## src/shared/obcfg_pkg.sv

```systemverilog
// Option byte decoder package: constants, field layout and carrier types
package obcfg_pkg;

  // Wishbone register offsets (byte addresses)
  localparam logic [7:0] OBCFG_CTRL_OFS = 8'h00;
  localparam logic [7:0] OBCFG_STAT_OFS = 8'h04;

  // Control register fields
  localparam int OBCFG_CTRL_SWWDG_BIT = 0;

  // Status register fields
  localparam int OBCFG_STAT_BYTE0_LSB = 0;
  localparam int OBCFG_STAT_BYTE1_LSB = 8;
  localparam int OBCFG_STAT_ROM_BIT = 16;
  localparam int OBCFG_STAT_PROG_BIT = 17;
  localparam int OBCFG_STAT_DIP_BIT = 18;
  localparam int OBCFG_STAT_WDG_BIT = 19;
  localparam int OBCFG_STAT_WDGEN_BIT = 20;

  // Option byte 0 bit positions
  localparam int OBCFG_OPT_HALT_BIT = 7;
  localparam int OBCFG_OPT_WSW_BIT = 6;
  localparam int OBCFG_OPT_RSVD_BIT = 5;
  localparam int OBCFG_OPT_DIP_BIT = 4;
  localparam int OBCFG_OPT_PLL_BIT = 3;

  // Erased flash content
  localparam logic [7:0] OBCFG_ERASED = 8'hFF;

  // Reset pin drive time
  localparam int OBCFG_CLK_PERIOD_NS = 100;
  localparam int OBCFG_RST_PULSE_NS = 2000;
  localparam int OBCFG_RST_PULSE_CYC =
    (OBCFG_RST_PULSE_NS + OBCFG_CLK_PERIOD_NS - 1) / OBCFG_CLK_PERIOD_NS;

  // Programming port pins and the supply dip pin as one bundle
  typedef struct packed {
    logic mode;
    logic wr;
    logic sel;
    logic [7:0] wdata;
    logic supply_dip;
  } obcfg_pins_t;

  // Decoded option settings
  typedef struct packed {
    logic halt_entry_reset_select;
    logic watchdog_soft_enable_select;
    logic supply_dip_detect_enable;
    logic pll_enable;
  } obcfg_cfg_t;

  // Reset sequencer states
  typedef enum logic [1:0] {
    OBCFG_RS_IDLE,
    OBCFG_RS_DRIVE,
    OBCFG_RS_RELOAD
  } obcfg_rs_t;

endpackage

```

## src/verilog/obcfg_sync.sv

```systemverilog
// Two-stage synchroniser for pin inputs
`timescale 1ns/1ns
module obcfg_sync
  import obcfg_pkg::*;
#(
  parameter int W = 1
)
(
  input wire logic i_core_clk,
  input wire logic i_rst_n,
  input wire logic [W-1:0] i_async,
  output logic [W-1:0] o_sync
);

  logic [W-1:0] meta_reg; // First stage, read only by second

  // Two flops in series
  always_ff @(posedge i_core_clk)
  begin
    if (!i_rst_n)
    begin
      meta_reg <= '0;
      o_sync <= '0;
    end
    else
    begin
      meta_reg <= i_async;
      o_sync <= meta_reg;
    end
  end

endmodule

```

## src/verilog/obcfg_top.sv

```systemverilog
// Option byte store, decoder, reset sequencer and Wishbone status slave
`timescale 1ns/1ns
module obcfg_top
  import obcfg_pkg::*;
#(
  parameter bit MASKED_ROM = 1'b0,
  parameter logic [7:0] ROM_BYTE0 = 8'hFF,
  parameter logic [7:0] ROM_BYTE1 = 8'hFF
)
(
  input wire logic i_core_clk,
  input wire logic i_rst_n,
  input wire logic i_wb_cyc,
  input wire logic i_wb_stb,
  input wire logic i_wb_we,
  input wire logic [7:0] i_wb_adr,
  input wire logic [31:0] i_wb_dat,
  input wire logic [3:0] i_wb_sel,
  output logic [31:0] o_wb_dat,
  output logic o_wb_ack,
  input wire logic i_prog_mode,
  input wire logic i_prog_wr,
  input wire logic i_prog_sel,
  input wire logic [7:0] i_prog_wdata,
  output logic [7:0] o_prog_rdata,
  input wire logic i_supply_dip,
  input wire logic i_halt_entry,
  input wire logic i_wdg_timeout,
  output logic o_wdg_enable,
  output logic o_halt_entry_reset_select,
  output logic o_watchdog_soft_enable_select,
  output logic o_supply_dip_detect_enable,
  output logic o_pll_enable,
  output logic o_int_clk_enable,
  output logic o_rst_pin_o,
  output logic o_rst_pin_oe
);

  localparam int PIN_W = $bits(obcfg_pins_t);
  localparam int CNT_W = $clog2(OBCFG_RST_PULSE_CYC + 1);
  localparam logic [CNT_W-1:0] PULSE_LAST =
    CNT_W'(OBCFG_RST_PULSE_CYC - 1);

  // Decode one option byte 0 into settings
  function automatic obcfg_cfg_t decode(input logic [7:0] b);
    obcfg_cfg_t c;
    c.halt_entry_reset_select = b[OBCFG_OPT_HALT_BIT];
    c.watchdog_soft_enable_select = b[OBCFG_OPT_WSW_BIT];
    c.supply_dip_detect_enable = ~b[OBCFG_OPT_DIP_BIT];
    c.pll_enable = ~b[OBCFG_OPT_PLL_BIT];
    return c;
  endfunction

  obcfg_pins_t pins_raw; // Pin bundle before crossing
  obcfg_pins_t pins; // Pin bundle after crossing
  logic [7:0] store_reg [0:1]; // Flash option bytes
  logic prog_wr_d_reg; // Previous write strobe level
  logic prog_mode_d_reg; // Previous programming mode level
  obcfg_cfg_t cfg_reg; // Captured settings
  logic [7:0] byte0_reg; // Captured byte 0 image
  logic [7:0] byte1_reg; // Captured byte 1 image
  obcfg_rs_t rs_reg; // Reset sequencer state
  logic [CNT_W-1:0] cnt_reg; // Reset pin drive counter
  logic sw_wdg_reg; // Software watchdog enable
  logic cause_dip_reg; // Last reset from supply dip
  logic cause_wdg_reg; // Last reset from watchdog
  logic [7:0] src0; // Effective byte 0 source
  logic [7:0] src1; // Effective byte 1 source
  logic prog_wr_rise; // Programming write edge
  logic prog_exit; // Leaving programming mode
  logic wdg_active; // Watchdog currently running
  logic ev_dip; // Supply dip reset event
  logic ev_wdg; // Watchdog or halt reset event
  logic wb_req; // New bus request this cycle

  assign pins_raw = '{mode: i_prog_mode, wr: i_prog_wr, sel: i_prog_sel,
                      wdata: i_prog_wdata, supply_dip: i_supply_dip};

  // Cross all pin inputs into the core clock
  obcfg_sync #(.W(PIN_W)) obcfg_sync_inst
  (
    .i_core_clk(i_core_clk),
    .i_rst_n(i_rst_n),
    .i_async(pins_raw),
    .o_sync(pins)
  );

  // Masked parts take fixed bytes, flash parts the store
  assign src0 = MASKED_ROM ? ROM_BYTE0 : store_reg[0];
  assign src1 = MASKED_ROM ? ROM_BYTE1 : store_reg[1];

  assign prog_wr_rise = pins.mode & pins.wr & ~prog_wr_d_reg;
  assign prog_exit = prog_mode_d_reg & ~pins.mode;

  // Hardware watchdog always runs, software one on request
  assign wdg_active = ~cfg_reg.watchdog_soft_enable_select | sw_wdg_reg;

  // Internal reset sources
  assign ev_dip = pins.supply_dip & cfg_reg.supply_dip_detect_enable;
  assign ev_wdg = wdg_active & (i_wdg_timeout |
                  (i_halt_entry & cfg_reg.halt_entry_reset_select));

  assign wb_req = i_wb_cyc & i_wb_stb & ~o_wb_ack;

  // Edge history for programming strobes
  always_ff @(posedge i_core_clk)
  begin
    if (!i_rst_n)
    begin
      prog_wr_d_reg <= 1'b0;
      prog_mode_d_reg <= 1'b0;
    end
    else
    begin
      prog_wr_d_reg <= pins.wr;
      prog_mode_d_reg <= pins.mode;
    end
  end

  // Option byte store, written only by the programming port
  always_ff @(posedge i_core_clk)
  begin
    if (!i_rst_n)
    begin
      // Power-on models a blank part
      store_reg[0] <= OBCFG_ERASED;
      store_reg[1] <= OBCFG_ERASED;
    end
    else if (prog_wr_rise && !MASKED_ROM)
    begin
      // Whole byte stored as given, reserved bit included
      store_reg[pins.sel] <= pins.wdata;
    end
  end

  // Programming port readback, blank outside programming mode
  always_ff @(posedge i_core_clk)
  begin
    if (!i_rst_n)
      o_prog_rdata <= 8'h00;
    else if (pins.mode)
      o_prog_rdata <= pins.sel ? src1 : src0;
    else
      o_prog_rdata <= 8'h00;
  end

  // Reset sequencer: drive pin, then recapture options
  always_ff @(posedge i_core_clk)
  begin
    if (!i_rst_n)
    begin
      rs_reg <= OBCFG_RS_RELOAD;
      cnt_reg <= '0;
    end
    else
    begin
      case (rs_reg)
        OBCFG_RS_IDLE:
        begin
          // Any internal source or programming exit starts a reset
          if (ev_dip || ev_wdg || prog_exit)
          begin
            rs_reg <= OBCFG_RS_DRIVE;
            cnt_reg <= '0;
          end
        end
        OBCFG_RS_DRIVE:
        begin
          // Hold the pin low for the full pulse
          if (cnt_reg == PULSE_LAST)
            rs_reg <= OBCFG_RS_RELOAD;
          else
            cnt_reg <= cnt_reg + 1'b1;
        end
        OBCFG_RS_RELOAD:
          rs_reg <= OBCFG_RS_IDLE;
        default:
          rs_reg <= OBCFG_RS_IDLE;
      endcase
    end
  end

  // Reset pin open-drain drive, low while pulsing
  always_ff @(posedge i_core_clk)
  begin
    if (!i_rst_n)
    begin
      o_rst_pin_o <= 1'b0;
      o_rst_pin_oe <= 1'b0;
    end
    else
    begin
      o_rst_pin_o <= 1'b0;
      o_rst_pin_oe <= (rs_reg == OBCFG_RS_IDLE) ?
                      (ev_dip | ev_wdg | prog_exit) :
                      (rs_reg == OBCFG_RS_DRIVE && cnt_reg != PULSE_LAST);
    end
  end

  // Capture options at end of reset, held for the session
  always_ff @(posedge i_core_clk)
  begin
    if (!i_rst_n)
    begin
      cfg_reg <= decode(OBCFG_ERASED);
      byte0_reg <= OBCFG_ERASED;
      byte1_reg <= OBCFG_ERASED;
    end
    else if (rs_reg == OBCFG_RS_RELOAD)
    begin
      cfg_reg <= decode(src0);
      byte0_reg <= src0;
      byte1_reg <= src1;
    end
  end

  // Decoded outputs from flops
  always_ff @(posedge i_core_clk)
  begin
    if (!i_rst_n)
    begin
      o_halt_entry_reset_select <= 1'b1;
      o_watchdog_soft_enable_select <= 1'b1;
      o_supply_dip_detect_enable <= 1'b0;
      o_pll_enable <= 1'b0;
      o_wdg_enable <= 1'b0;
      o_int_clk_enable <= 1'b0;
    end
    else
    begin
      o_halt_entry_reset_select <= cfg_reg.halt_entry_reset_select;
      o_watchdog_soft_enable_select <=
        cfg_reg.watchdog_soft_enable_select;
      o_supply_dip_detect_enable <= cfg_reg.supply_dip_detect_enable;
      o_pll_enable <= cfg_reg.pll_enable;
      o_wdg_enable <= wdg_active;
      // Blank flash keeps the reserved clock for in-circuit programming
      o_int_clk_enable <= !MASKED_ROM &&
                          (pins.mode || byte1_reg == OBCFG_ERASED);
    end
  end

  // Last internal reset cause, replaced at each new event
  always_ff @(posedge i_core_clk)
  begin
    if (!i_rst_n)
    begin
      cause_dip_reg <= 1'b0;
      cause_wdg_reg <= 1'b0;
    end
    else if (rs_reg == OBCFG_RS_IDLE && (ev_dip || ev_wdg || prog_exit))
    begin
      cause_dip_reg <= ev_dip;
      cause_wdg_reg <= ev_wdg;
    end
  end

  // Software watchdog enable, set by bus, cleared by device reset
  always_ff @(posedge i_core_clk)
  begin
    if (!i_rst_n)
      sw_wdg_reg <= 1'b0;
    else if (rs_reg == OBCFG_RS_DRIVE)
      sw_wdg_reg <= 1'b0;
    else if (wb_req && i_wb_we && i_wb_sel[0] &&
             i_wb_adr == OBCFG_CTRL_OFS)
      sw_wdg_reg <= i_wb_dat[OBCFG_CTRL_SWWDG_BIT];
  end

  // Wishbone slave: ack one cycle after request, unmapped reads zero
  always_ff @(posedge i_core_clk)
  begin
    if (!i_rst_n)
    begin
      o_wb_ack <= 1'b0;
      o_wb_dat <= 32'h00000000;
    end
    else
    begin
      o_wb_ack <= wb_req;
      if (wb_req && !i_wb_we)
      begin
        // Option bytes themselves have no bus address
        case (i_wb_adr)
          OBCFG_CTRL_OFS:
            o_wb_dat <= {31'h00000000, sw_wdg_reg};
          OBCFG_STAT_OFS:
          begin
            o_wb_dat <= 32'h00000000;
            o_wb_dat[OBCFG_STAT_BYTE0_LSB +: 8] <= byte0_reg;
            o_wb_dat[OBCFG_STAT_BYTE1_LSB +: 8] <= byte1_reg;
            o_wb_dat[OBCFG_STAT_ROM_BIT] <= MASKED_ROM;
            o_wb_dat[OBCFG_STAT_PROG_BIT] <= pins.mode;
            o_wb_dat[OBCFG_STAT_DIP_BIT] <= cause_dip_reg;
            o_wb_dat[OBCFG_STAT_WDG_BIT] <= cause_wdg_reg;
            o_wb_dat[OBCFG_STAT_WDGEN_BIT] <= wdg_active;
          end
          default:
            o_wb_dat <= 32'h00000000;
        endcase
      end
    end
  end

endmodule
```

## config.mk

```make
export PLATFORM = sky130hd
export DESIGN_NAME = obcfg_top
export DESIGN_NICKNAME = d
export VERILOG_FILES = /design/src/shared/obcfg_pkg.sv /design/src/verilog/obcfg_sync.sv /design/src/verilog/obcfg_top.sv
export SDC_FILE = /design/constraint.sdc
export NUM_CORES = 1
export LEC_CHECK = 0
export ABC_CLOCK_PERIOD_IN_PS = 4700
export BUFFER_PORTS_ARGS = -buffer_cell sky130_fd_sc_hd__clkbuf_2
export CAP_MARGIN = 20
export CORE_MARGIN = 2
export CORE_UTILIZATION = 53
export CTS_BUF_LIST = sky130_fd_sc_hd__clkbuf_16
export CTS_CLUSTER_DIAMETER = 150
export DETAILED_ROUTE_END_ITERATION = 10
export PLACE_DENSITY = 0.88
export RECOVER_POWER = 25
export REMOVE_ABC_BUFFERS = 1
export SYNTH_ARGS = -nofsm -noshare
export SYNTH_HDL_FRONTEND = slang
export SYNTH_SLANG_ARGS = --single-unit
```

## constraint.sdc

```tcl
create_clock -name i_core_clk -period 4.7 [get_ports i_core_clk]
set_input_delay 0.235 -clock i_core_clk [delete_from_list [all_inputs] [get_ports i_core_clk]]
set_output_delay 0.235 -clock i_core_clk [all_outputs]
set_load 0.005 [all_outputs]
```

# Yosys cells after proc, flatten, opt, wreduce, memory -nomap -nowiden
# Memory sizes are Yosys's and may differ from the RTL's.
# Index checks and enable logic that the tools add are counted.
dict set report word_totals {
  ff_bits 104
  ramBits 16
  in_bits 63
  out_inout_bits 49
  wordCells 89
  memories 1
}
dict set report classes {
  eq_ne 9
  n_reduce_logical 18
  n_addsub 1
  bitwise 19
  mux 16
}
# name depth width read_ports rd_clocked_by_memory_dff write_ports line
set memory_table {}
lappend memory_table {store_reg 2 8 2 0 2 obcfg_top.sv:56} ;# logic [7:0] store_reg [0:1];
# op n
set op_table {}
lappend op_table {{one-hot mux 21 bit (2 select lines)} 1}
lappend op_table {{two-way mux 8 bit} 2}
lappend op_table {{two-way mux 5 bit} 2}
lappend op_table {{one-hot mux 5 bit (2 select lines)} 1}
lappend op_table {{bitwise AND 1 bit} 8}
lappend op_table {{== test 8 x 3 -> 1 bit, second input constant} 1}
lappend op_table {{== test 8 bit, second input constant} 1}
lappend op_table {{zero test 8 bit} 1}
lappend op_table {{OR reduction 8 bit} 1}
lappend op_table {{two-way mux 1 bit} 7}
lappend op_table {{NOT 1 bit} 7}
lappend op_table {{logical AND 1 bit} 6}
lappend op_table {{inequality test 2 bit, second input constant} 3}
lappend op_table {{adder 5 x 1 -> 5 bit, second input constant} 1}
lappend op_table {{== test 5 bit, second input constant} 1}
lappend op_table {{inequality test 5 bit, second input constant} 1}
lappend op_table {{two-way mux 2 bit} 2}
lappend op_table {{OR 1 bit} 4}
lappend op_table {{one-hot mux 2 bit (2 select lines)} 1}
lappend op_table {{AND reduction 2 bit} 2}
lappend op_table {{logical OR 1 bit} 3}
lappend op_table {{AND reduction 3 bit} 1}
lappend op_table {{== test 2 x 1 -> 1 bit, second input constant} 1}
lappend op_table {{== test 2 bit, second input constant} 1}
lappend op_table {{other kinds (4)} 4}

# Longest topological paths before layout
dict set report depth {
  depth_word 7
  depth_mapped 6
  ltp_nobuf 5
}

# Hierarchy
# A second synthesis with hierarchy kept.
dict set report hier_totals {
  cells_unflattened 361
  hier_area_um2 3779.9
}
# module seq_area_each_um2 area_per_inst_um2 instances cells_per_inst
set by_module_without_submodules {}
lappend by_module_without_submodules {obcfg_top 1801.7 3104.2 1 311}
lappend by_module_without_submodules {obcfg_sync 480.5 675.6 1 50}

# Least setup slack after synthesis
# No wires, ideal clock.
dict set report synth_path {
  path_type {flip-flop to flip-flop}
  startpoint {register obcfg_sync_inst.o_sync[11]}
  endpoint {memory store_reg[0][0], enable pin}
  required_ns 4.366
  setup_slack_ns 3.110
  synth_period_minus_slack_ns 1.590
  n_path_buf 0
  setup_ns 0.334
  arrival_time_ns 1.256
  path_stages_with_launch 4
  path_cell_list {dfxtp_1 > nand2_1 > nor4b_4 > nand2b_1}
}
# item line
set synth_rtl {}
lappend synth_rtl {{start: declaration} obcfg_sync.sv:12} ;# output logic [W-1:0] o_sync
lappend synth_rtl {{start signal: assignment} obcfg_sync.sv:28} ;# o_sync <= meta_reg;
lappend synth_rtl {{end: declaration} obcfg_top.sv:56}

==> metrics.md <==
| Metric | Value |
|---|---|
| Status | `finished, final reports clean` |
| Area grow syn2layout | `16.3%` |
| Complex-gate fraction of the synthesized area | `0.0772` |
| CP arrival | `between 2 and 2.5 ns` |
| Worst EP required | `~4.7 ns` |
| Filler instances | `roughly 500` |
| Worst setup EP type | `register` |
| Least-Margin Pin Slew | `approximately 0.7 ns` |
| Peak VDD IR | `0.000190 V` |
| Post-CTS sizing | `0` |
| Largest family of logic cells by synthesized area | `simple AND/OR/NAND/NOR gates` |
| DR vias | `~2500` |
| Share of post-route cells with drive strength above 1 | `0.216` |
| Distinct cells, synth | `37` |
| Overall routed net length | `~6200 um` |
| Clock sink total | `between 100 and 150` |
| PortBufs | `64` |
| Max reg flops | `20` |
| Overall global routing resource usage | `0.175` |
| Num rows | `30` |
| Antenna cells | `0` |
| Post-route DRC violation count | `0` |
| DIE WIDTH | `approximately 90 um` |
| Worst reg-to-reg path cell count | `3` |
| Initial antenna violation count | `0` |
| CTS tree | `built` |
| Simple-gate share of the synthesized area | `0.225` |
| Slew HR | `0.530` |
| R2r startpoint | `obcfg_sync_inst.o_sync[11]$_SDFF_PN0_` |
| XOR/XNOR Fraction of Synth Area | `0` |
| Reg-to-reg setup timing slack | `between 2 and 3 ns` |
| Post-Syn Area per Cell | `roughly 11 um2` |
| Post-synth top flop | `dfxtp_1` |
| Type of origin of the critical path | `input pin` |
| Core area | `a little under 0.007 mm2` |
| HPWL after detailed placement | `~4300 um` |
| Fin nets | `467` |
| Mapped Cells | `roughly 340` |
| GP Congestion | `0.802` |
| Max Fanout on Critical Path | `between 60 and 70` |
| Placed insts | `around 490` |
| Routed wire per std cell | `between 10 and 15 um` |
| Vias in the first global route | `about 2300` |
| Post-CTS Setup Bufs | `0` |
| Fin crit share | `0.443` |
| EDFF count, synth | `16` |
| Global-route wire length before repair | `between 10000 and 15000 um` |
| Initial core utilization | `0.549` |
| Worst skew pair latency | `approximately 0.34 ns` |
| RSZ-0062 raised after global routing | `false` |
| HP Class | `in2reg` |
| CTS root buf | `clkbuf_16` |
| Maxcap violations | `0` |
| Final ANT Viol Nets | `0` |
| Setup tns final | `0 ns` |
| Worst Skew | `between 0.003 and 0.004 ns` |
| P_leak | `about 0.0019 uW` |
| Ys Warns | `0` |
| TritonRoute pass-1 iters | `4` |
| Vias/cell | `slightly below 5` |
| Die height | `a little under 90 um` |
| Seq/Total Area, Yosys | `0.612` |
| Mapped cell area | `0.00373 mm2` |
| CP endpoint | `store_reg[0][0]$_SDFFCE_PN1P_` |
| Final-report setup violation count | `0` |
| Worst-path clk slew | `0.06 ns` |
| Largest net degree at the start of global routing | `between 60 and 70` |
| Final Hold Viols | `0` |
| Min Tclk post-route | `around 2.1 ns` |
| CTS Hold Bufs | `0` |
| Worst setup path start | `i_rst_n` |
| Die area | `0.00772 mm2` |
| Grt ovf | `0` |
| Critical path type | `in2reg` |
| FF-to-FF End | `store_reg[0][0]$_SDFFCE_PN1P_` |
| TritonCTS buffer count | `9` |
| Achievable Freq | `~0.48 GHz` |
| Initial DRC Count | `148` |
| Finished Layout Cells | `between 500 and 600` |
| I/O Pins | `roughly 110` |
| Ys async rst share | `0` |
| Synth Area in Adders | `0.00335` |
| Mux contribution to synthesized area | `0.0299` |
| Synth Register Bits | `106` |
| Longest Clk Path Bufs | `2` |
| Power per cell area | `between 400 and 500 mW/mm2` |
| Slew Limit Fails | `0` |
| H-tree Lvls | `3` |
## where the power goes
group          leakage [uW]  internal (uW)  total [uW]  switching (uW)
Clock              0.000158            414         710             296
Sequential         0.000858            948         964            15.8
Combinational      0.000849           37.5        84.7            47.2
## worst max-delay path: stages
cell	delay [ns]
clkbuf_2	0.07
buf_4	0.43
nand2_1	0.39
nor4b_4	0.54
nand2b_1	0.40
## per-stage QoR
stage / util / hold WS [ns] / total power, uW / instance area, um2 / setup slack (ns)
4_1_cts: 0.638 / 0.0881 / 1770 / 4330 / 2.59
5_1_grt: 0.638 / 0.0919 / 1830 / 4340 / 2.32
3_5_place_dp: 0.594 / 0.418 / 1070 / 4040 / 2.22
6_report: 0.638 / 0.0990 / 1760 / 4340 / 2.62
3_3_place_gp: 0.594 / 0.415 / 1060 / 4040 / 2.29
2_1_floorplan: - / 0.307 / 1030 / 3590 / 3.11
## kinds of logic (layout without fill, tap and decap cells)
| kind of cell | after synthesis | in the layout |
|---|---|---|
| AO/OA/AOI/OAI | 36 | 36 |
| flip-flops | 106 | 106 |
| AND/OR/NAND/NOR | 157 | 157 |
| other | 1 | 13 |
| buffers and inverters | 31 | 84 |
| adder cells (fa/ha/maj) | 1 | 1 |
| multiplexers | 11 | 11 |
## layer usage
metal / global-route usage / vias up / routed length, um
li1: - / 1256 / -
met4: 0.103 / 0 / 106
met3: 0.0594 / 9 / 336
met1: 0.223 / 1147 / 2780
met5: 0 / - / 0
met2: 0.260 / 80 / 3010
## cell usage after synthesis, drive strengths merged (8+ instances only)
cell type  count  area share
nand2b        17       0.029
and2          33       0.055
mux2i         10       0.027
buf           19       0.039
edfxtp        16        0.13
clkbuf        10       0.010
or2            8       0.013
a22o          18       0.042
nand3         21       0.028
dfxtp         90        0.48
nand2         45       0.045
nor2          16       0.016
## final cells by class
| class | count | area [um2] | share of cell area |
|---|---|---|---|
| repair buffers | 66 | 333 | 0.0767 |
| flip-flops and latches | 106 | 2280 | 0.526 |
| inverters | 2 | 7.51 | 0.00173 |
| well taps | 96 | 120 | 0.0277 |
| multi-input cells | 218 | 1300 | 0.300 |
| clock inverters | 5 | 18.8 | 0.00433 |
| clock buffers | 11 | 275 | 0.0635 |
## how the worst min path moves through the flow
stage / start / endpoint / slack [ns] / depth (start not counted)
floorplan: i_rst_n / byte0_reg[0]$_SDFFE_PN1N_ / 0.31 / 1
global placement: obcfg_sync_inst.meta_reg[0]$_SDFF_PN0_ / obcfg_sync_inst.o_sync[0]$_SDFF_PN0_ / 0.41 / 1
detailed placement: obcfg_sync_inst.meta_reg[4]$_SDFF_PN0_ / obcfg_sync_inst.o_sync[4]$_SDFF_PN0_ / 0.42 / 1
CTS: i_supply_dip / obcfg_sync_inst.meta_reg[0]$_SDFF_PN0_ / 0.09 / 2
global route: i_prog_sel / obcfg_sync_inst.meta_reg[9]$_SDFF_PN0_ / 0.09 / 2
finish: i_prog_sel / obcfg_sync_inst.meta_reg[9]$_SDFF_PN0_ / 0.1 / 2
## placed cells by master (no fill, tap or decap), types with 2 or more instances in the layout
| cell | instances |
|---|---|
| a21boi_0 | 4 |
| conb_1 | 13 |
| o221a_2 | 2 |
| nor2_1 | 16 |
| buf_4 | 2 |
| and2_1 | 29 |
| clkbuf_2 | 62 |
| edfxtp_1 | 16 |
| clkbuf_16 | 11 |
| o21ai_0 | 3 |
| and2_0 | 4 |
| dfxtp_1 | 90 |
| inv_1 | 6 |
| nand2b_1 | 17 |
| clkbuf_1 | 2 |
| nand2_1 | 45 |
| mux2i_1 | 10 |
| nand3_1 | 21 |
| nor2b_1 | 3 |
| nand4_1 | 4 |
| or2_2 | 8 |
| a21o_1 | 4 |
| and3_1 | 2 |
| a22o_1 | 18 |
| and3b_1 | 2 |
| a21oi_1 | 2 |
Note: power is estimated with default switching activity, not from simulation.
